===== config.mk =====
export PLATFORM = sky130hd
export DESIGN_NAME = tc2_timer
export DESIGN_NICKNAME = d
export VERILOG_FILES = /design/src/tc2_pkg.sv /design/src/tc2_timer.sv
export SDC_FILE = /design/constraint.sdc
export NUM_CORES = 1
export LEC_CHECK = 0
export BUFFER_PORTS_ARGS = -buffer_cell sky130_fd_sc_hd__buf_2
export CORE_ASPECT_RATIO = 0.8
export CORE_MARGIN = 2
export CORE_UTILIZATION = 52
export CTS_CLUSTER_DIAMETER = 120
export DETAILED_ROUTE_END_ITERATION = 16
export PLACE_DENSITY = 0.81
export SLEW_MARGIN = 20
export SYNTH_ARGS = -nofsm -noshare
export SYNTH_HDL_FRONTEND = slang
export SYNTH_SLANG_ARGS = --single-unit

===== constraint.sdc =====
create_clock -name clk -period 2.8 [get_ports clk]
set_clock_uncertainty 0.1 [all_clocks]
set_input_delay 0.14 -clock clk [delete_from_list [all_inputs] [get_ports clk]]
set_output_delay 0.14 -clock clk [all_outputs]
set_load 0.02 [all_outputs]

===== src/tc2_pkg.sv =====
// constants shared by the timer control and compare block
// assumes an 8-bit i/o register bus with byte offsets
`default_nettype none
package tc2_pkg;
   // ----------------------------------------
   // register offsets
   // ----------------------------------------
   localparam logic [7:0] OFS_FLAGS = 8'h37;
   localparam logic [7:0] OFS_MASK  = 8'h70;
   localparam logic [7:0] OFS_CTRLB = 8'hb1;
   localparam logic [7:0] OFS_COUNT = 8'hb2;
   localparam logic [7:0] OFS_CMPA  = 8'hb3;
   localparam logic [7:0] OFS_CMPB  = 8'hb4;
   // ----------------------------------------
   // field positions
   // ----------------------------------------
   localparam int BIT_FORCE_A = 7;
   localparam int BIT_FORCE_B = 6;
   localparam int BIT_WGM2    = 3;
   localparam int BIT_CMPB    = 2;
   localparam int BIT_CMPA    = 1;
   localparam int BIT_OVF     = 0;
   // ----------------------------------------
   // reset values and fixed levels
   // ----------------------------------------
   localparam logic [7:0] RST_REG   = 8'h00;
   localparam logic [7:0] COUNT_MAX = 8'hff;
   localparam logic [7:0] COUNT_BOT = 8'h00;
   localparam int         PRE_W     = 10;
   localparam logic [PRE_W-1:0] RST_PRE = 10'h000;
   // ----------------------------------------
   // prescaler masks, tick when all masked bits set
   // ----------------------------------------
   localparam logic [PRE_W-1:0] MASK_1    = 10'h000;
   localparam logic [PRE_W-1:0] MASK_8    = 10'h007;
   localparam logic [PRE_W-1:0] MASK_32   = 10'h01f;
   localparam logic [PRE_W-1:0] MASK_64   = 10'h03f;
   localparam logic [PRE_W-1:0] MASK_128  = 10'h07f;
   localparam logic [PRE_W-1:0] MASK_256  = 10'h0ff;
   localparam logic [PRE_W-1:0] MASK_1024 = 10'h3ff;
   // ----------------------------------------
   // output modes
   // ----------------------------------------
   localparam logic [1:0] OM_OFF = 2'h0;
   localparam logic [1:0] OM_TGL = 2'h1;
   localparam logic [1:0] OM_CLR = 2'h2;
   localparam logic [1:0] OM_SET = 2'h3;
   typedef enum logic [1:0] {
      SEQ_NORMAL,
      SEQ_CTC,
      SEQ_FAST,
      SEQ_PHASE
   } tc2_seq_t;
endpackage : tc2_pkg
`default_nettype wire


===== src/tc2_timer.sv =====
// 8-bit timer: control b, count, two compares, irq mask, flags
// assumes synchronous single-cycle i/o writes and reads on clk
`default_nettype none
// Function
// - force strobe in non-pwm mode applies compare action to wave output
// - forced compare sets no flag, requests nothing, never clears counter
// - force strobe bits always read back as zero
// - clock select picks stop, undivided, or divide 8 to 1024
// - count register read/write; write blocks match on next timer tick
// - both compare registers match count continuously, drive flag and wave
// - compare b irq when its enable, global enable and flag set
// - compare a irq when its enable, global enable and flag set
// - overflow irq when its enable, global enable and flag set
// - mode bit2 with low bits picks sequence, top and wave; 4,6 reserved
// - flags cleared by vector acknowledge or writing one
module tc2_timer (
   input  wire logic       clk,
   input  wire logic       resetn,
   input  wire logic [7:0] ioAddr,
   input  wire logic [7:0] ioWrData,
   input  wire logic       ioWrEn,
   input  wire logic       ioRdEn,
   output logic      [7:0] ioRdData,
   input  wire logic [1:0] waveModeLow,
   input  wire logic [1:0] outModeA,
   input  wire logic [1:0] outModeB,
   input  wire logic       globalIrqEnable,
   input  wire logic       ackCompA,
   input  wire logic       ackCompB,
   input  wire logic       ackOverflow,
   output logic            irqCompA,
   output logic            irqCompB,
   output logic            irqOverflow,
   output logic            waveOutA,
   output logic            waveOutB
);

   // ----------------------------------------
   // state
   // ----------------------------------------
   logic [7:0]  countQ_q, cmpA_q, cmpB_q;
   logic [2:0]  clockSelect_q, irqMask_q, flags_q;
   logic        waveModeBit2_q, countDown_q, blockMatch_q;
   logic        waveA_q, waveB_q;
   logic [tc2_pkg::PRE_W-1:0] pre_q;
   logic [7:0]  count_d, rdData_d;
   logic        down_d;
   logic [2:0]  flags_d;

   // ----------------------------------------
   // decode
   // ----------------------------------------
   function automatic logic [tc2_pkg::PRE_W-1:0] preMask(input logic [2:0] cs);
      case (cs)
         3'h1:    preMask = tc2_pkg::MASK_1;
         3'h2:    preMask = tc2_pkg::MASK_8;
         3'h3:    preMask = tc2_pkg::MASK_32;
         3'h4:    preMask = tc2_pkg::MASK_64;
         3'h5:    preMask = tc2_pkg::MASK_128;
         3'h6:    preMask = tc2_pkg::MASK_256;
         default: preMask = tc2_pkg::MASK_1024;
      endcase
   endfunction : preMask

   // next wave level for one channel; also serves the forced strobe
   function automatic logic waveNext(
      input logic cur, input logic [1:0] om, input tc2_pkg::tc2_seq_t seq,
      input logic match, input logic bottom, input logic down, input logic tglOk);
      logic v;
      v = cur;
      case (seq)
         tc2_pkg::SEQ_FAST: begin
            if (match && om == tc2_pkg::OM_TGL && tglOk) v = ~cur;
            else if (match && om == tc2_pkg::OM_CLR) v = 1'b0;
            else if (match && om == tc2_pkg::OM_SET) v = 1'b1;
            else if (bottom && om == tc2_pkg::OM_CLR) v = 1'b1;
            else if (bottom && om == tc2_pkg::OM_SET) v = 1'b0;
         end
         tc2_pkg::SEQ_PHASE: begin
            if (match && om == tc2_pkg::OM_TGL && tglOk) v = ~cur;
            else if (match && om == tc2_pkg::OM_CLR) v = down;
            else if (match && om == tc2_pkg::OM_SET) v = ~down;
         end
         default: begin
            if (match && om == tc2_pkg::OM_TGL) v = ~cur;
            else if (match && om == tc2_pkg::OM_CLR) v = 1'b0;
            else if (match && om == tc2_pkg::OM_SET) v = 1'b1;
         end
      endcase
      waveNext = v;
   endfunction : waveNext

   wire [2:0] waveMode = {waveModeBit2_q, waveModeLow};
   tc2_pkg::tc2_seq_t seq;
   // reserved codes 4 and 6 count as normal, top at max
   always_comb begin
      case (waveMode)
         3'h1, 3'h5: seq = tc2_pkg::SEQ_PHASE;
         3'h2:       seq = tc2_pkg::SEQ_CTC;
         3'h3, 3'h7: seq = tc2_pkg::SEQ_FAST;
         default:    seq = tc2_pkg::SEQ_NORMAL;
      endcase
   end
   wire topIsCmpA = (waveMode == 3'h2) || waveMode[2] && waveMode[0];
   wire [7:0] topVal = topIsCmpA ? cmpA_q : tc2_pkg::COUNT_MAX;
   wire isPwm = (seq == tc2_pkg::SEQ_FAST) || (seq == tc2_pkg::SEQ_PHASE);

   wire selFlags = ioAddr == tc2_pkg::OFS_FLAGS;
   wire selMask  = ioAddr == tc2_pkg::OFS_MASK;
   wire selCtrlB = ioAddr == tc2_pkg::OFS_CTRLB;
   wire selCount = ioAddr == tc2_pkg::OFS_COUNT;
   wire selCmpA  = ioAddr == tc2_pkg::OFS_CMPA;
   wire selCmpB  = ioAddr == tc2_pkg::OFS_CMPB;
   wire wrCount  = ioWrEn && selCount;
   wire wrCtrlB  = ioWrEn && selCtrlB;

   // ----------------------------------------
   // prescaler and timer tick
   // ----------------------------------------
   wire [tc2_pkg::PRE_W-1:0] mask = preMask(clockSelect_q);
   wire tick = (clockSelect_q != 3'h0) && ((pre_q & mask) == mask);

   // ----------------------------------------
   // compare and counting
   // ----------------------------------------
   wire atTop   = countQ_q == topVal;
   wire atBot   = countQ_q == tc2_pkg::COUNT_BOT;
   wire matchA  = tick && !blockMatch_q && (countQ_q == cmpA_q);
   wire matchB  = tick && !blockMatch_q && (countQ_q == cmpB_q);
   wire turnBot = tick && seq == tc2_pkg::SEQ_PHASE && countDown_q && atBot;
   wire ovfMax  = (waveMode == 3'h7) ? atTop : (countQ_q == tc2_pkg::COUNT_MAX);
   wire ovfEv   = (seq == tc2_pkg::SEQ_PHASE) ? turnBot : (tick && ovfMax);
   wire forceA  = wrCtrlB && ioWrData[tc2_pkg::BIT_FORCE_A] && !isPwm;
   wire forceB  = wrCtrlB && ioWrData[tc2_pkg::BIT_FORCE_B] && !isPwm;

   always_comb begin
      count_d = countQ_q;
      down_d  = countDown_q;
      if (wrCount) begin
         count_d = ioWrData;
      end else if (tick && seq == tc2_pkg::SEQ_PHASE) begin
         if (countDown_q && atBot) begin
            down_d  = 1'b0;
            count_d = 8'(countQ_q + 8'h01);
         end else if (!countDown_q && atTop) begin
            down_d  = 1'b1;
            count_d = 8'(countQ_q - 8'h01);
         end else begin
            count_d = countDown_q ? 8'(countQ_q - 8'h01) : 8'(countQ_q + 8'h01);
         end
      end else if (tick) begin
         // ctc clear comes from top only, so a forced strobe cannot clear
         count_d = atTop ? tc2_pkg::COUNT_BOT : 8'(countQ_q + 8'h01);
      end
   end

   // set wins over both clears
   always_comb begin
      flags_d = flags_q;
      if (ioWrEn && selFlags) flags_d = flags_d & ~ioWrData[2:0];
      if (ackCompB)    flags_d[tc2_pkg::BIT_CMPB] = 1'b0;
      if (ackCompA)    flags_d[tc2_pkg::BIT_CMPA] = 1'b0;
      if (ackOverflow) flags_d[tc2_pkg::BIT_OVF]  = 1'b0;
      if (matchB) flags_d[tc2_pkg::BIT_CMPB] = 1'b1;
      if (matchA) flags_d[tc2_pkg::BIT_CMPA] = 1'b1;
      if (ovfEv)  flags_d[tc2_pkg::BIT_OVF]  = 1'b1;
   end

   // ----------------------------------------
   // read mux
   // ----------------------------------------
   always_comb begin
      rdData_d = 8'h00;
      if (selFlags) rdData_d = {5'h00, flags_q};
      if (selMask)  rdData_d = {5'h00, irqMask_q};
      if (selCtrlB) rdData_d = {4'h0, waveModeBit2_q, clockSelect_q};
      if (selCount) rdData_d = countQ_q;
      if (selCmpA)  rdData_d = cmpA_q;
      if (selCmpB)  rdData_d = cmpB_q;
   end

   // ----------------------------------------
   // registers
   // ----------------------------------------
   always_ff @(posedge clk or negedge resetn) begin
      if (!resetn) begin
         pre_q          <= tc2_pkg::RST_PRE;
         countQ_q       <= tc2_pkg::RST_REG;
         countDown_q    <= 1'b0;
         blockMatch_q   <= 1'b0;
         flags_q        <= 3'h0;
         ioRdData       <= tc2_pkg::RST_REG;
      end else begin
         pre_q          <= tc2_pkg::PRE_W'(pre_q + 1'b1);
         countQ_q       <= count_d;
         countDown_q    <= down_d;
         // held until the next timer tick has passed
         blockMatch_q   <= wrCount | (blockMatch_q & ~tick);
         flags_q        <= flags_d;
         if (ioRdEn) ioRdData <= rdData_d;
      end
   end

   always_ff @(posedge clk or negedge resetn) begin
      if (!resetn) begin
         clockSelect_q  <= 3'h0;
         waveModeBit2_q <= 1'b0;
         irqMask_q      <= 3'h0;
         cmpA_q         <= tc2_pkg::RST_REG;
         cmpB_q         <= tc2_pkg::RST_REG;
      end else begin
         if (wrCtrlB) begin
            clockSelect_q  <= ioWrData[2:0];
            waveModeBit2_q <= ioWrData[tc2_pkg::BIT_WGM2];
         end
         if (ioWrEn && selMask) irqMask_q <= ioWrData[2:0];
         if (ioWrEn && selCmpA) cmpA_q <= ioWrData;
         if (ioWrEn && selCmpB) cmpB_q <= ioWrData;
      end
   end

   // ----------------------------------------
   // wave outputs
   // ----------------------------------------
   wire bottomEv = tick && seq == tc2_pkg::SEQ_FAST && atTop;
   always_ff @(posedge clk or negedge resetn) begin
      if (!resetn) begin
         waveA_q <= 1'b0;
         waveB_q <= 1'b0;
      end else begin
         waveA_q <= waveNext(waveA_q, outModeA, seq, matchA | forceA, bottomEv,
                             countDown_q, waveModeBit2_q);
         waveB_q <= waveNext(waveB_q, outModeB, seq, matchB | forceB, bottomEv,
                             countDown_q, 1'b0);
      end
   end
   assign waveOutA = waveA_q;
   assign waveOutB = waveB_q;

   // ----------------------------------------
   // interrupt requests
   // ----------------------------------------
   assign irqCompB    = irqMask_q[tc2_pkg::BIT_CMPB] & globalIrqEnable
                      & flags_q[tc2_pkg::BIT_CMPB];
   assign irqCompA    = irqMask_q[tc2_pkg::BIT_CMPA] & globalIrqEnable
                      & flags_q[tc2_pkg::BIT_CMPA];
   assign irqOverflow = irqMask_q[tc2_pkg::BIT_OVF] & globalIrqEnable
                      & flags_q[tc2_pkg::BIT_OVF];

   // ----------------------------------------
   // checks
   // ----------------------------------------
   // count write seen and no timer tick since; kept apart from the blocking flag
   logic wrPend_q;
   always_ff @(posedge clk or negedge resetn) begin
      if (!resetn) begin
         wrPend_q <= 1'b0;
      end else if (wrCount) begin
         wrPend_q <= 1'b1;
      end else if (tick) begin
         wrPend_q <= 1'b0;
      end
   end
endmodule : tc2_timer
`default_nettype wire


Yosys cells after proc, flatten, opt, wreduce, memory -nomap -nowiden
Cells that the tools add are included.

cells by class
  mux-type cells = 49
  bitwise operators = 18
  reductions and logical operators = 53
  eq/ne operators = 34
  $add $sub $neg = 3

operators by type and width
  operator               number
  $mux 8                 13
  $pmux 10 s6            1
  $eq 8x8->1 const B     5
  $logic_and 1x1->1      34
  $mux 1                 30
  $eq 8x8->1             3
  $eq 3x3->1 const B     5
  $reduce_bool 3->1      5
  $eq 2x2->1 const B     6
  $eq 3x2->1 const B     4
  $add 10x1->10 const B  1
  $and 10x10->10         1
  $eq 10x10->1           1
  $reduce_and 3->1       3
  $add 8x1->8 const B    1
  $eq 8x6->1 const B     1
  $eq 8x7->1 const B     1
  $logic_not 8->1        1
  $sub 8x1->8 const B    1
  $and 1x1->1            7
  $eq 3x1->1 const B     2
  $mux 3                 2
  $ne 6x1->1 const B     1
  $pmux 2 s3             1
  other kinds (15)       27

storage, ports and cells
  input bits = 30
  output and inout bits = 13
  register bits = 56

Longest topological paths before layout
Gate-level depths: netlist of the first run.

  depth in word-level cells = 14
  gate-level depth with buffers = 11

Least setup slack after synthesis of the first run
No wires, ideal clock.

  kind = flip-flop to flip-flop
  start = register countQ_q[1]
  end = register countQ_q[3]
  data arrival time = 2.317 ns
  setup slack = 0.251 ns
  required time = 2.568 ns
  buffers on the path = 1
  cell stages (with the launch flop) = 12
  library setup time = 0.132 ns
  path through = dfrtp_1 -> buf_2 -> inv_1 -> ha_1 -> or3b_1 -> nor3_1 -> and4bb_2 -> inv_2 -> o211ai_2 -> or3b_1 -> o211ai_1 -> a21oi_1

between the ends
  cells in the longest elaborated chain, start to end = 6
  elaborated cells on any way between the ends = 13

RTL lines
  item                                         RTL line                                              RTL
  from (decl)                                  tc2_timer.sv:41                                       logic [7:0] countQ_q, cmpA_q, cmpB_q;
  from (signal assigned)                       tc2_timer.sv:188                                      countQ_q <= tc2_pkg::RST_REG;
  from (signal assigned)                       tc2_timer.sv:195                                      countQ_q <= count_d;
  $add 8x1->8 (tied with other cells)          tc2_timer.sv:144, tc2_timer.sv:149, tc2_timer.sv:153
  $mux 8 or $logic_and 1x1->1 (tied branches)  tc2_timer.sv:149, tc2_timer.sv:145
  $mux 8                                       tc2_timer.sv:145                                      end else if (!countDown_q && atTop) begin
  $mux 8                                       tc2_timer.sv:142                                      if (countDown_q && atBot) begin
  $mux 8 *                                     tc2_timer.sv:141                                      end else if (tick && seq == tc2_pkg::SEQ_PHASE) begin
  $mux 8 *                                     tc2_timer.sv:139                                      if (wrCount) begin

Mark *: on every way between the ends. The rest lies on a longest branch, timed or not. The select of a mux whose other input is x is not followed.
A chain may end at the register's enable or synchronous reset.

Worst setup path in the final report of the first run
  start = register countQ_q[0]
  end = register countQ_q[2]

Same word-level chain as after synthesis.

==> flow_summary.rst, run 1 <==
.. list-table::
   :header-rows: 1

   * - Metric
     - Value
   * - Share of the core filled with cells in the final layout
     - 61.7%
   * - Part of the Yosys area used for sequential elements
     - a little under two fifths
   * - Flip-flop cell with the highest count after synthesis
     - sky130_fd_sc_hd__dfrtp_1
   * - Share of Yosys cell area claimed by the top area cell type
     - between 30% and 40%
   * - CP startpoint
     - countQ_q[0]
   * - Count of buffers from port buffering
     - between 40 and 50
   * - WP data required
     - 2930 ps
   * - Slew at the pin with the worst max-slew slack
     - roughly 560 ps
   * - Maximum single-stage delay on the critical path
     - 470 ps
   * - Top Ports
     - 43
   * - Cell-by-cell listing of the critical path
     - inv_1, ha_2, or3b_4, nor3_2, and4bb_2, nand2_1, o22a_2, nor3_1, a2111oi_2, nor3_1
   * - Multi-input combinational cell area
     - roughly 2100 sq um
   * - Share of post-route cells with drive strength above 1
     - around a quarter
   * - Power per cell area
     - about 460 nW/um^2
   * - Number of antenna violations at the first check in global routing
     - 0
   * - Die Span X
     - slightly below 100 um
   * - Number of buffers created by CTS
     - 5
   * - Worst slack on hold paths
     - roughly 28 ps
   * - Detailed placement HPWL
     - between 7000 and 8000 um
   * - Drc violations
     - 0
   * - Net total in the final layout
     - between 400 and 500
   * - Worst min-delay path class
     - primary input to flop
   * - Maximum ir drop on the vdd rail
     - between 0.0003 and 0.0004 V
   * - Global-route usage over all layers
     - between 20% and 30%
   * - Distinct cell type count after synthesis
     - 75
   * - R2R depth
     - 10
   * - Setup slack, reg-to-reg
     - ~140 ps
   * - Deepest level of the CTS H-tree
     - 2
   * - Global route total overflow
     - 0
   * - Post-Synthesis Mean Instance Area
     - approximately 9 sq um
   * - Outcome
     - finished, final reports clean
   * - Via count of the first global-routing pass
     - between 3k and 4k
   * - Storage element area
     - 1410 sq um
   * - Number of detailed-routing iterations run before antenna repair
     - 5
   * - Synthesized instance count
     - ~410
   * - Hold Vio Cnt, Final
     - 0
   * - Post-synthesis cell type with the largest combined area
     - sky130_fd_sc_hd__dfrtp_1
   * - Leak Pwr
     - ~0.0019 uW
   * - Number of enable-type register cells in the synthesized netlist
     - 0
   * - Number of vias in the routed layout
     - between 3k and 4k
   * - Avg WL per Cell
     - 18.4 um
   * - Area added between synthesis and finish
     - 15.5%
   * - Crit. End Element
     - flop
   * - FILL cells
     - roughly 600
   * - Nets in the synthesized netlist
     - 440
   * - Worst r2r dst
     - countQ_q[2]
   * - Number of warnings reported in the yosys synthesis log
     - 0
   * - Tightest slew margin relative to the limit
     - 62.8%
   * - Number of sinks handled by clock tree synthesis
     - between 50 and 60
   * - Leading post-synthesis cells by cell area
     - sky130_fd_sc_hd__dfrtp_1 38%, sky130_fd_sc_hd__mux2_2 7.4%, sky130_fd_sc_hd__nor2_1 3.7%, sky130_fd_sc_hd__a21oi_1 3.5%, sky130_fd_sc_hd__nand2_1 3.4%
   * - Clock Tree Buf Depth
     - 2
   * - Achievable frequency
     - between 300 and 400 MHz
   * - Total core area
     - 6860 sq um
   * - Yosys reg bits
     - between 50 and 60
   * - CP Max Fanout
     - 8
   * - Final setup violating endpoints
     - 0
   * - RR Startpoint
     - countQ_q[0]
   * - Root buffer cell
     - sky130_fd_sc_hd__clkbuf_8
   * - Worst slack at placement
     - -0.373 ps
   * - Share of async-settable or async-resettable flops after synthesis
     - 100%
   * - Routability congestion estimate
     - 0.968
   * - Largest net degree at the start of global routing
     - 32
   * - Destination of the critical timing path
     - countQ_q[2]
   * - Number of nets with antenna violations after routing
     - 0
   * - Worst-path clk slew
     - ~110 ps
   * - Arrival time of the worst setup path
     - 2790 ps
   * - # Max-Cap Violations
     - 0
   * - WL final
     - 10100 um
   * - Worst setup margin
     - between 100 and 150 ps
   * - Number of placement rows
     - 27
   * - Final worst path period share
     - between 90% and 100%
   * - Violation count after the first detailed-routing iteration
     - approximately 260
   * - Via density per instance
     - 6.22
   * - Initial core utilization
     - roughly 53%
   * - Combined area of all synthesized cells
     - between 3000 and 4000 sq um
   * - Count of antenna diodes in the layout
     - 0
   * - TritonCTS clock tree
     - built
   * - Unrepaired setup endpoints after global routing
     - yes
   * - Crit-path slowest cell
     - sky130_fd_sc_hd__dfrtp_2
   * - Total design power
     - between 1500 and 2000 uW
   * - Most used cell, CP
     - sky130_fd_sc_hd__nor3_1
   * - Most common cell after layout, fill and taps aside
     - sky130_fd_sc_hd__dfrtp_1
   * - Setup Crit Path Kind
     - flop to flop
   * - Wire length of the first global-routing pass
     - between 15000 and 20000 um
   * - Commonest cells after routing, fill and taps aside
     - 53 x sky130_fd_sc_hd__dfrtp_1, 42 x sky130_fd_sc_hd__buf_2, 36 x sky130_fd_sc_hd__nor2_1
   * - Y dimension of the die
     - around 79 um
   * - Source-to-sink clock delay at the later pin of the worst-skew pair
     - 320 ps
   * - Full die area
     - ~7700 sq um
   * - Number of slew-limit violations in the final report
     - 0
   * - Startpoint type of the worst setup path
     - flop
   * - Min Clock Period, post-route
     - 2660 ps
## kinds of logic after synthesis
group	after synthesis	synth area share [%]
buffers and inverters	40	4.71
flip-flops	56	38.2
multiplexers	33	9.83
adder cells (fa/ha/maj)	3	1.02
XOR/XNOR	20	4.78
AND/OR/NAND/NOR	153	21.9
AO/OA/AOI/OAI	102	19.6
## flip-flops by register name (all words and copies together) (netlist names)
| signal | cells |
|---|---|
| blockMatch_q | 1 |
| clockSelect_q | 3 |
| cmpA_q | 8 |
| cmpB_q | 8 |
| countDown_q | 1 |
| countQ_q | 8 |
| flags_q | 3 |
| ioRdData | 8 |
| irqMask_q | 3 |
| pre_q | 10 |
| waveModeBit2_q | 1 |
| waveOutA | 1 |
| waveOutB | 1 |
## cell type report
class,instances,area share (%)
clock buffers,5,1.63
well taps,87,2.57
multi-input cells,311,50.2
inverters,17,1.51
repair buffers,71,10.4
clock inverters,3,0.532
flip-flops and latches,56,33.2
## how the worst min path moves through the flow
stage	slack [ps]	startpoint	endpoint	cells past startpoint
2_1_floorplan	-260	resetn	blockMatch_q	0
3_3_place_gp	70	resetn	cmpB_q[2]	2
3_5_place_dp	60	resetn	cmpB_q[2]	2
4_1_cts	20	ioWrData[4]	cmpB_q[4]	2
5_1_grt	20	ioWrData[4]	cmpA_q[4]	2
6_report	30	ioWrData[4]	cmpB_q[4]	2
## worst max-delay path, delay by kind of cell, from the launching register on
family / cells / cell delay [ps]
AND/OR/NAND/NOR: 6 / 1340
flip-flops: 1 / 470
AO/OA/AOI/OAI: 2 / 340
adder cells (fa/ha/maj): 1 / 210
buffers and inverters: 1 / 100
## repair_timing
action,CTS,global route
pin swaps,0,2
buffers inserted,0,3
cloned,0,0
setup endpoints to repair,2,6
hold endpoints to repair,62,0
hold buffers,5,0
resized for setup,2,8
## power breakdown
group | internal [uW] | switching [uW] | total, uW
logic | 239 | 296 | 535
registers | 873 | 78.2 | 952
clock network | 181 | 295 | 476
## metrics by stage
step	cell area [sq um]	setup TNS, ps	std cells
final	4230	0	550
after global routing	4230	-58.4	550
after global placement	4030	0	534
after floorplan	3670	0	407
after detailed placement	4030	-0.373	534
after CTS	4190	0	547
## cell usage after synthesis, types with 3 or more instances
cell,number
sky130_fd_sc_hd__dfrtp_1,56
sky130_fd_sc_hd__nor2_1,36
sky130_fd_sc_hd__nand2_1,33
sky130_fd_sc_hd__a21oi_1,26
sky130_fd_sc_hd__mux2_2,24
sky130_fd_sc_hd__o21ai_0,18
sky130_fd_sc_hd__inv_1,14
sky130_fd_sc_hd__nand3_1,14
sky130_fd_sc_hd__clkbuf_1,13
sky130_fd_sc_hd__nor3_1,13
sky130_fd_sc_hd__xnor2_1,13
sky130_fd_sc_hd__and3_1,12
sky130_fd_sc_hd__mux2i_1,9
sky130_fd_sc_hd__a31oi_1,7
sky130_fd_sc_hd__nand2b_1,7
sky130_fd_sc_hd__nand4_1,7
sky130_fd_sc_hd__xor2_1,7
sky130_fd_sc_hd__a221oi_1,6
sky130_fd_sc_hd__buf_2,6
sky130_fd_sc_hd__and2_1,5
sky130_fd_sc_hd__o211ai_1,5
sky130_fd_sc_hd__o22ai_1,4
sky130_fd_sc_hd__a22oi_1,3
sky130_fd_sc_hd__ha_1,3
sky130_fd_sc_hd__nand3b_1,3
sky130_fd_sc_hd__nor2b_1,3
sky130_fd_sc_hd__o2111ai_1,3
## metal layers
metal | vias up | global-route usage (%) | routed length (um)
li1 | 1592 | - | -
met1 | 1672 | 39.3 | 4650
met2 | 143 | 43.4 | 4620
met3 | 15 | 4.49 | 738
met4 | 0 | 5.14 | 95
met5 | - | 0 | 0
Note: power is estimated with default switching activity, not from simulation.
==> run 2: changes to the inputs <==
- SETUP_SLACK_MARGIN: unset -> 0.15
==> flow_summary.rst, run 2 (synthesis gave the netlist of run 1 again) <==
.. list-table::
   :header-rows: 1

   * - Metric
     - Value
   * - Startpoint type of the worst setup path
     - flop
   * - Die Span X
     - 97.9 um
   * - RR Startpoint
     - countQ_q[2]
   * - Count of antenna diodes in the layout
     - 0
   * - Net total in the final layout
     - 507
   * - Maximum single-stage delay on the critical path
     - 560 ps
   * - FILL cells
     - 575
   * - Unrepaired setup endpoints after global routing
     - yes
   * - Cell-by-cell listing of the critical path
     - nand2b_1, o2111ai_2, or4_4, a21boi_4, nand4_1, or2_0, a31oi_1, mux2_2
   * - Full die area
     - ~7700 sq um
   * - Via density per instance
     - about 6.3
   * - Number of detailed-routing iterations run before antenna repair
     - 5
   * - Power per cell area
     - ~460 nW/um^2
   * - Largest net degree at the start of global routing
     - 32
   * - Drc violations
     - 0
   * - CP Max Fanout
     - 4
   * - Min Clock Period, post-route
     - around 2600 ps
   * - CP startpoint
     - countQ_q[2]
   * - Global-route usage over all layers
     - a little over a quarter
   * - Y dimension of the die
     - ~79 um
   * - WP data required
     - 2920 ps
   * - Wire length of the first global-routing pass
     - roughly 17000 um
   * - Worst-path clk slew
     - around 110 ps
   * - Initial core utilization
     - between 50% and 60%
   * - Count of buffers from port buffering
     - 42
   * - WL final
     - 10600 um
   * - Most common cell after layout, fill and taps aside
     - sky130_fd_sc_hd__dfrtp_1
   * - Violation count after the first detailed-routing iteration
     - between 200 and 300
   * - Register bank with the most flops
     - pre_q
   * - Arrival time of the worst setup path
     - between 2000 and 3000 ps
   * - Leak Pwr
     - between 0.0015 and 0.002 uW
   * - Cell class contributing the biggest share of worst-path delay
     - simple AND/OR/NAND/NOR gates
   * - Root buffer cell
     - sky130_fd_sc_hd__clkbuf_8
   * - Avg WL per Cell
     - 18.8 um
   * - Setup Crit Path Kind
     - flop to flop
   * - Number of placement rows
     - 27
   * - TritonCTS clock tree
     - built
   * - Final worst path period share
     - 94.1%
   * - Detailed placement HPWL
     - 7540 um
   * - Deepest level of the CTS H-tree
     - 2
   * - Global route total overflow
     - 0
   * - Setup TNS after final layout
     - 0 ps
   * - Outcome
     - finished, final reports clean
   * - Total design power
     - 2040 uW
   * - Tightest slew margin relative to the limit
     - 62.3%
   * - Area added between synthesis and finish
     - 19.9%
   * - Maximum ir drop on the vdd rail
     - between 0.0003 and 0.0004 V
   * - Commonest cells after routing, fill and taps aside
     - 51 x sky130_fd_sc_hd__dfrtp_1, 42 x sky130_fd_sc_hd__buf_2, 35 x sky130_fd_sc_hd__nor2_1
   * - Worst path buffer plus inverter count
     - 0
   * - Number of antenna violations at the first check in global routing
     - 0
   * - Clock Tree Buf Depth
     - 2
   * - Storage element area
     - approximately 1400 sq um
   * - Achievable frequency
     - 380 MHz
   * - Via count of the first global-routing pass
     - approximately 3.3k
   * - Number of nets with antenna violations after routing
     - 0
   * - Source-to-sink clock delay at the later pin of the worst-skew pair
     - between 300 and 400 ps
   * - Final setup violating endpoints
     - 0
   * - Hold Startpoint
     - ioWrData[0]
   * - Worst setup margin
     - between 150 and 200 ps
   * - Share of post-route cells with drive strength above 1
     - between 20% and 30%
   * - # Max-Cap Violations
     - 0
   * - Final Non-Filler Cells
     - 562
   * - Worst slack on hold paths
     - 26.8 ps
   * - Crit. End Element
     - flop
   * - Worst min-delay path class
     - primary input to flop
   * - Hold Vio Cnt, Final
     - 0
   * - Number of slew-limit violations in the final report
     - 0
   * - Total core area
     - 6860 sq um
   * - Largest register FFs
     - 10
   * - Top Ports
     - 43
   * - Routability congestion estimate
     - slightly below 1
   * - Crit-path slowest cell
     - sky130_fd_sc_hd__or4_4
   * - Placed cell count
     - approximately 530
   * - Number of vias in the routed layout
     - 3541
   * - Multi-input combinational cell area
     - around 2200 sq um
   * - Slew at the pin with the worst max-slew slack
     - ~560 ps
   * - Number of buffers created by CTS
     - 5
   * - Worst slack at placement
     - -0.373 ps
   * - Number of sinks handled by clock tree synthesis
     - 56
==> run 2: cell types whose count changed in the layout (fill, tap and decap cells not counted), moves of 2 or more <==
cell / before / now
sky130_fd_sc_hd__dfrtp_2: 3 / 5
sky130_fd_sc_hd__buf_4: 24 / 33
sky130_fd_sc_hd__buf_6: 0 / 2
sky130_fd_sc_hd__dfrtp_1: 53 / 51
sky130_fd_sc_hd__o21ai_0: 17 / 15
==> run 2: worst register-to-register path, delay by kind of cell (launching register included) <==
family           cells  cell delay (ps)
AO/OA/AOI/OAI        3              560
AND/OR/NAND/NOR      4             1070
flip-flops           1              460
multiplexers         1              340
==> run 2: path summary, 6_finish.rpt <==
path,end,slack (ps),depth (start not counted)
min in group asynchronous,countQ_q[6],270,3
max in group asynchronous,waveModeBit2_q,1980,3
hold / removal,countQ_q[0],30,3
hold reg to reg,pre_q[0],370,1
setup reg to reg,waveOutB,170,8
setup / recovery,waveOutB,170,8
==> run 2: layer usage <==
layer / global-route usage (%) / vias up / routed length [um]
met5: 0 / - / 0
met2: 43.8 / 150 / 4940
met1: 39.7 / 1762 / 4780
met4: 5.14 / 0 / 105
li1: - / 1614 / -
met3: 4.49 / 15 / 740
==> run 2: repair_timing <==
action	CTS	global route
endpoints found under the setup margin	7	9
resized for setup	5	22
pin swaps	0	12
cloned	0	1
hold buffers	5	0
setup buffers	6	8
hold endpoints to repair	62	0
==> run 2: area by class of cell <==
| type | instances | share of cell area [%] |
|---|---|---|
| Sequential cell | 56 | 32.0 |
| Tap cell | 87 | 2.48 |
| Inverter | 17 | 1.45 |
| Timing Repair Buffer | 82 | 12.1 |
| Clock inverter | 3 | 0.513 |
| Multi-Input combinational cell | 312 | 49.9 |
| Clock buffer | 5 | 1.57 |
==> run 2: where the power goes <==
part           total, uW  internal (uW)  switching (uW)
Clock                473            181             292
Combinational        623            285             337
Sequential           947            874            72.6
Total               2040           1340             702
==> run 2: stage by stage <==
step | utilization, % | instance area (sq um)
6_report | 64.1 | 4390
5_1_grt | 64.1 | 4390
4_1_cts | 61.8 | 4240
3_5_place_dp | 58.8 | 4030
3_3_place_gp | 58.8 | 4030
2_1_floorplan | - | 3670
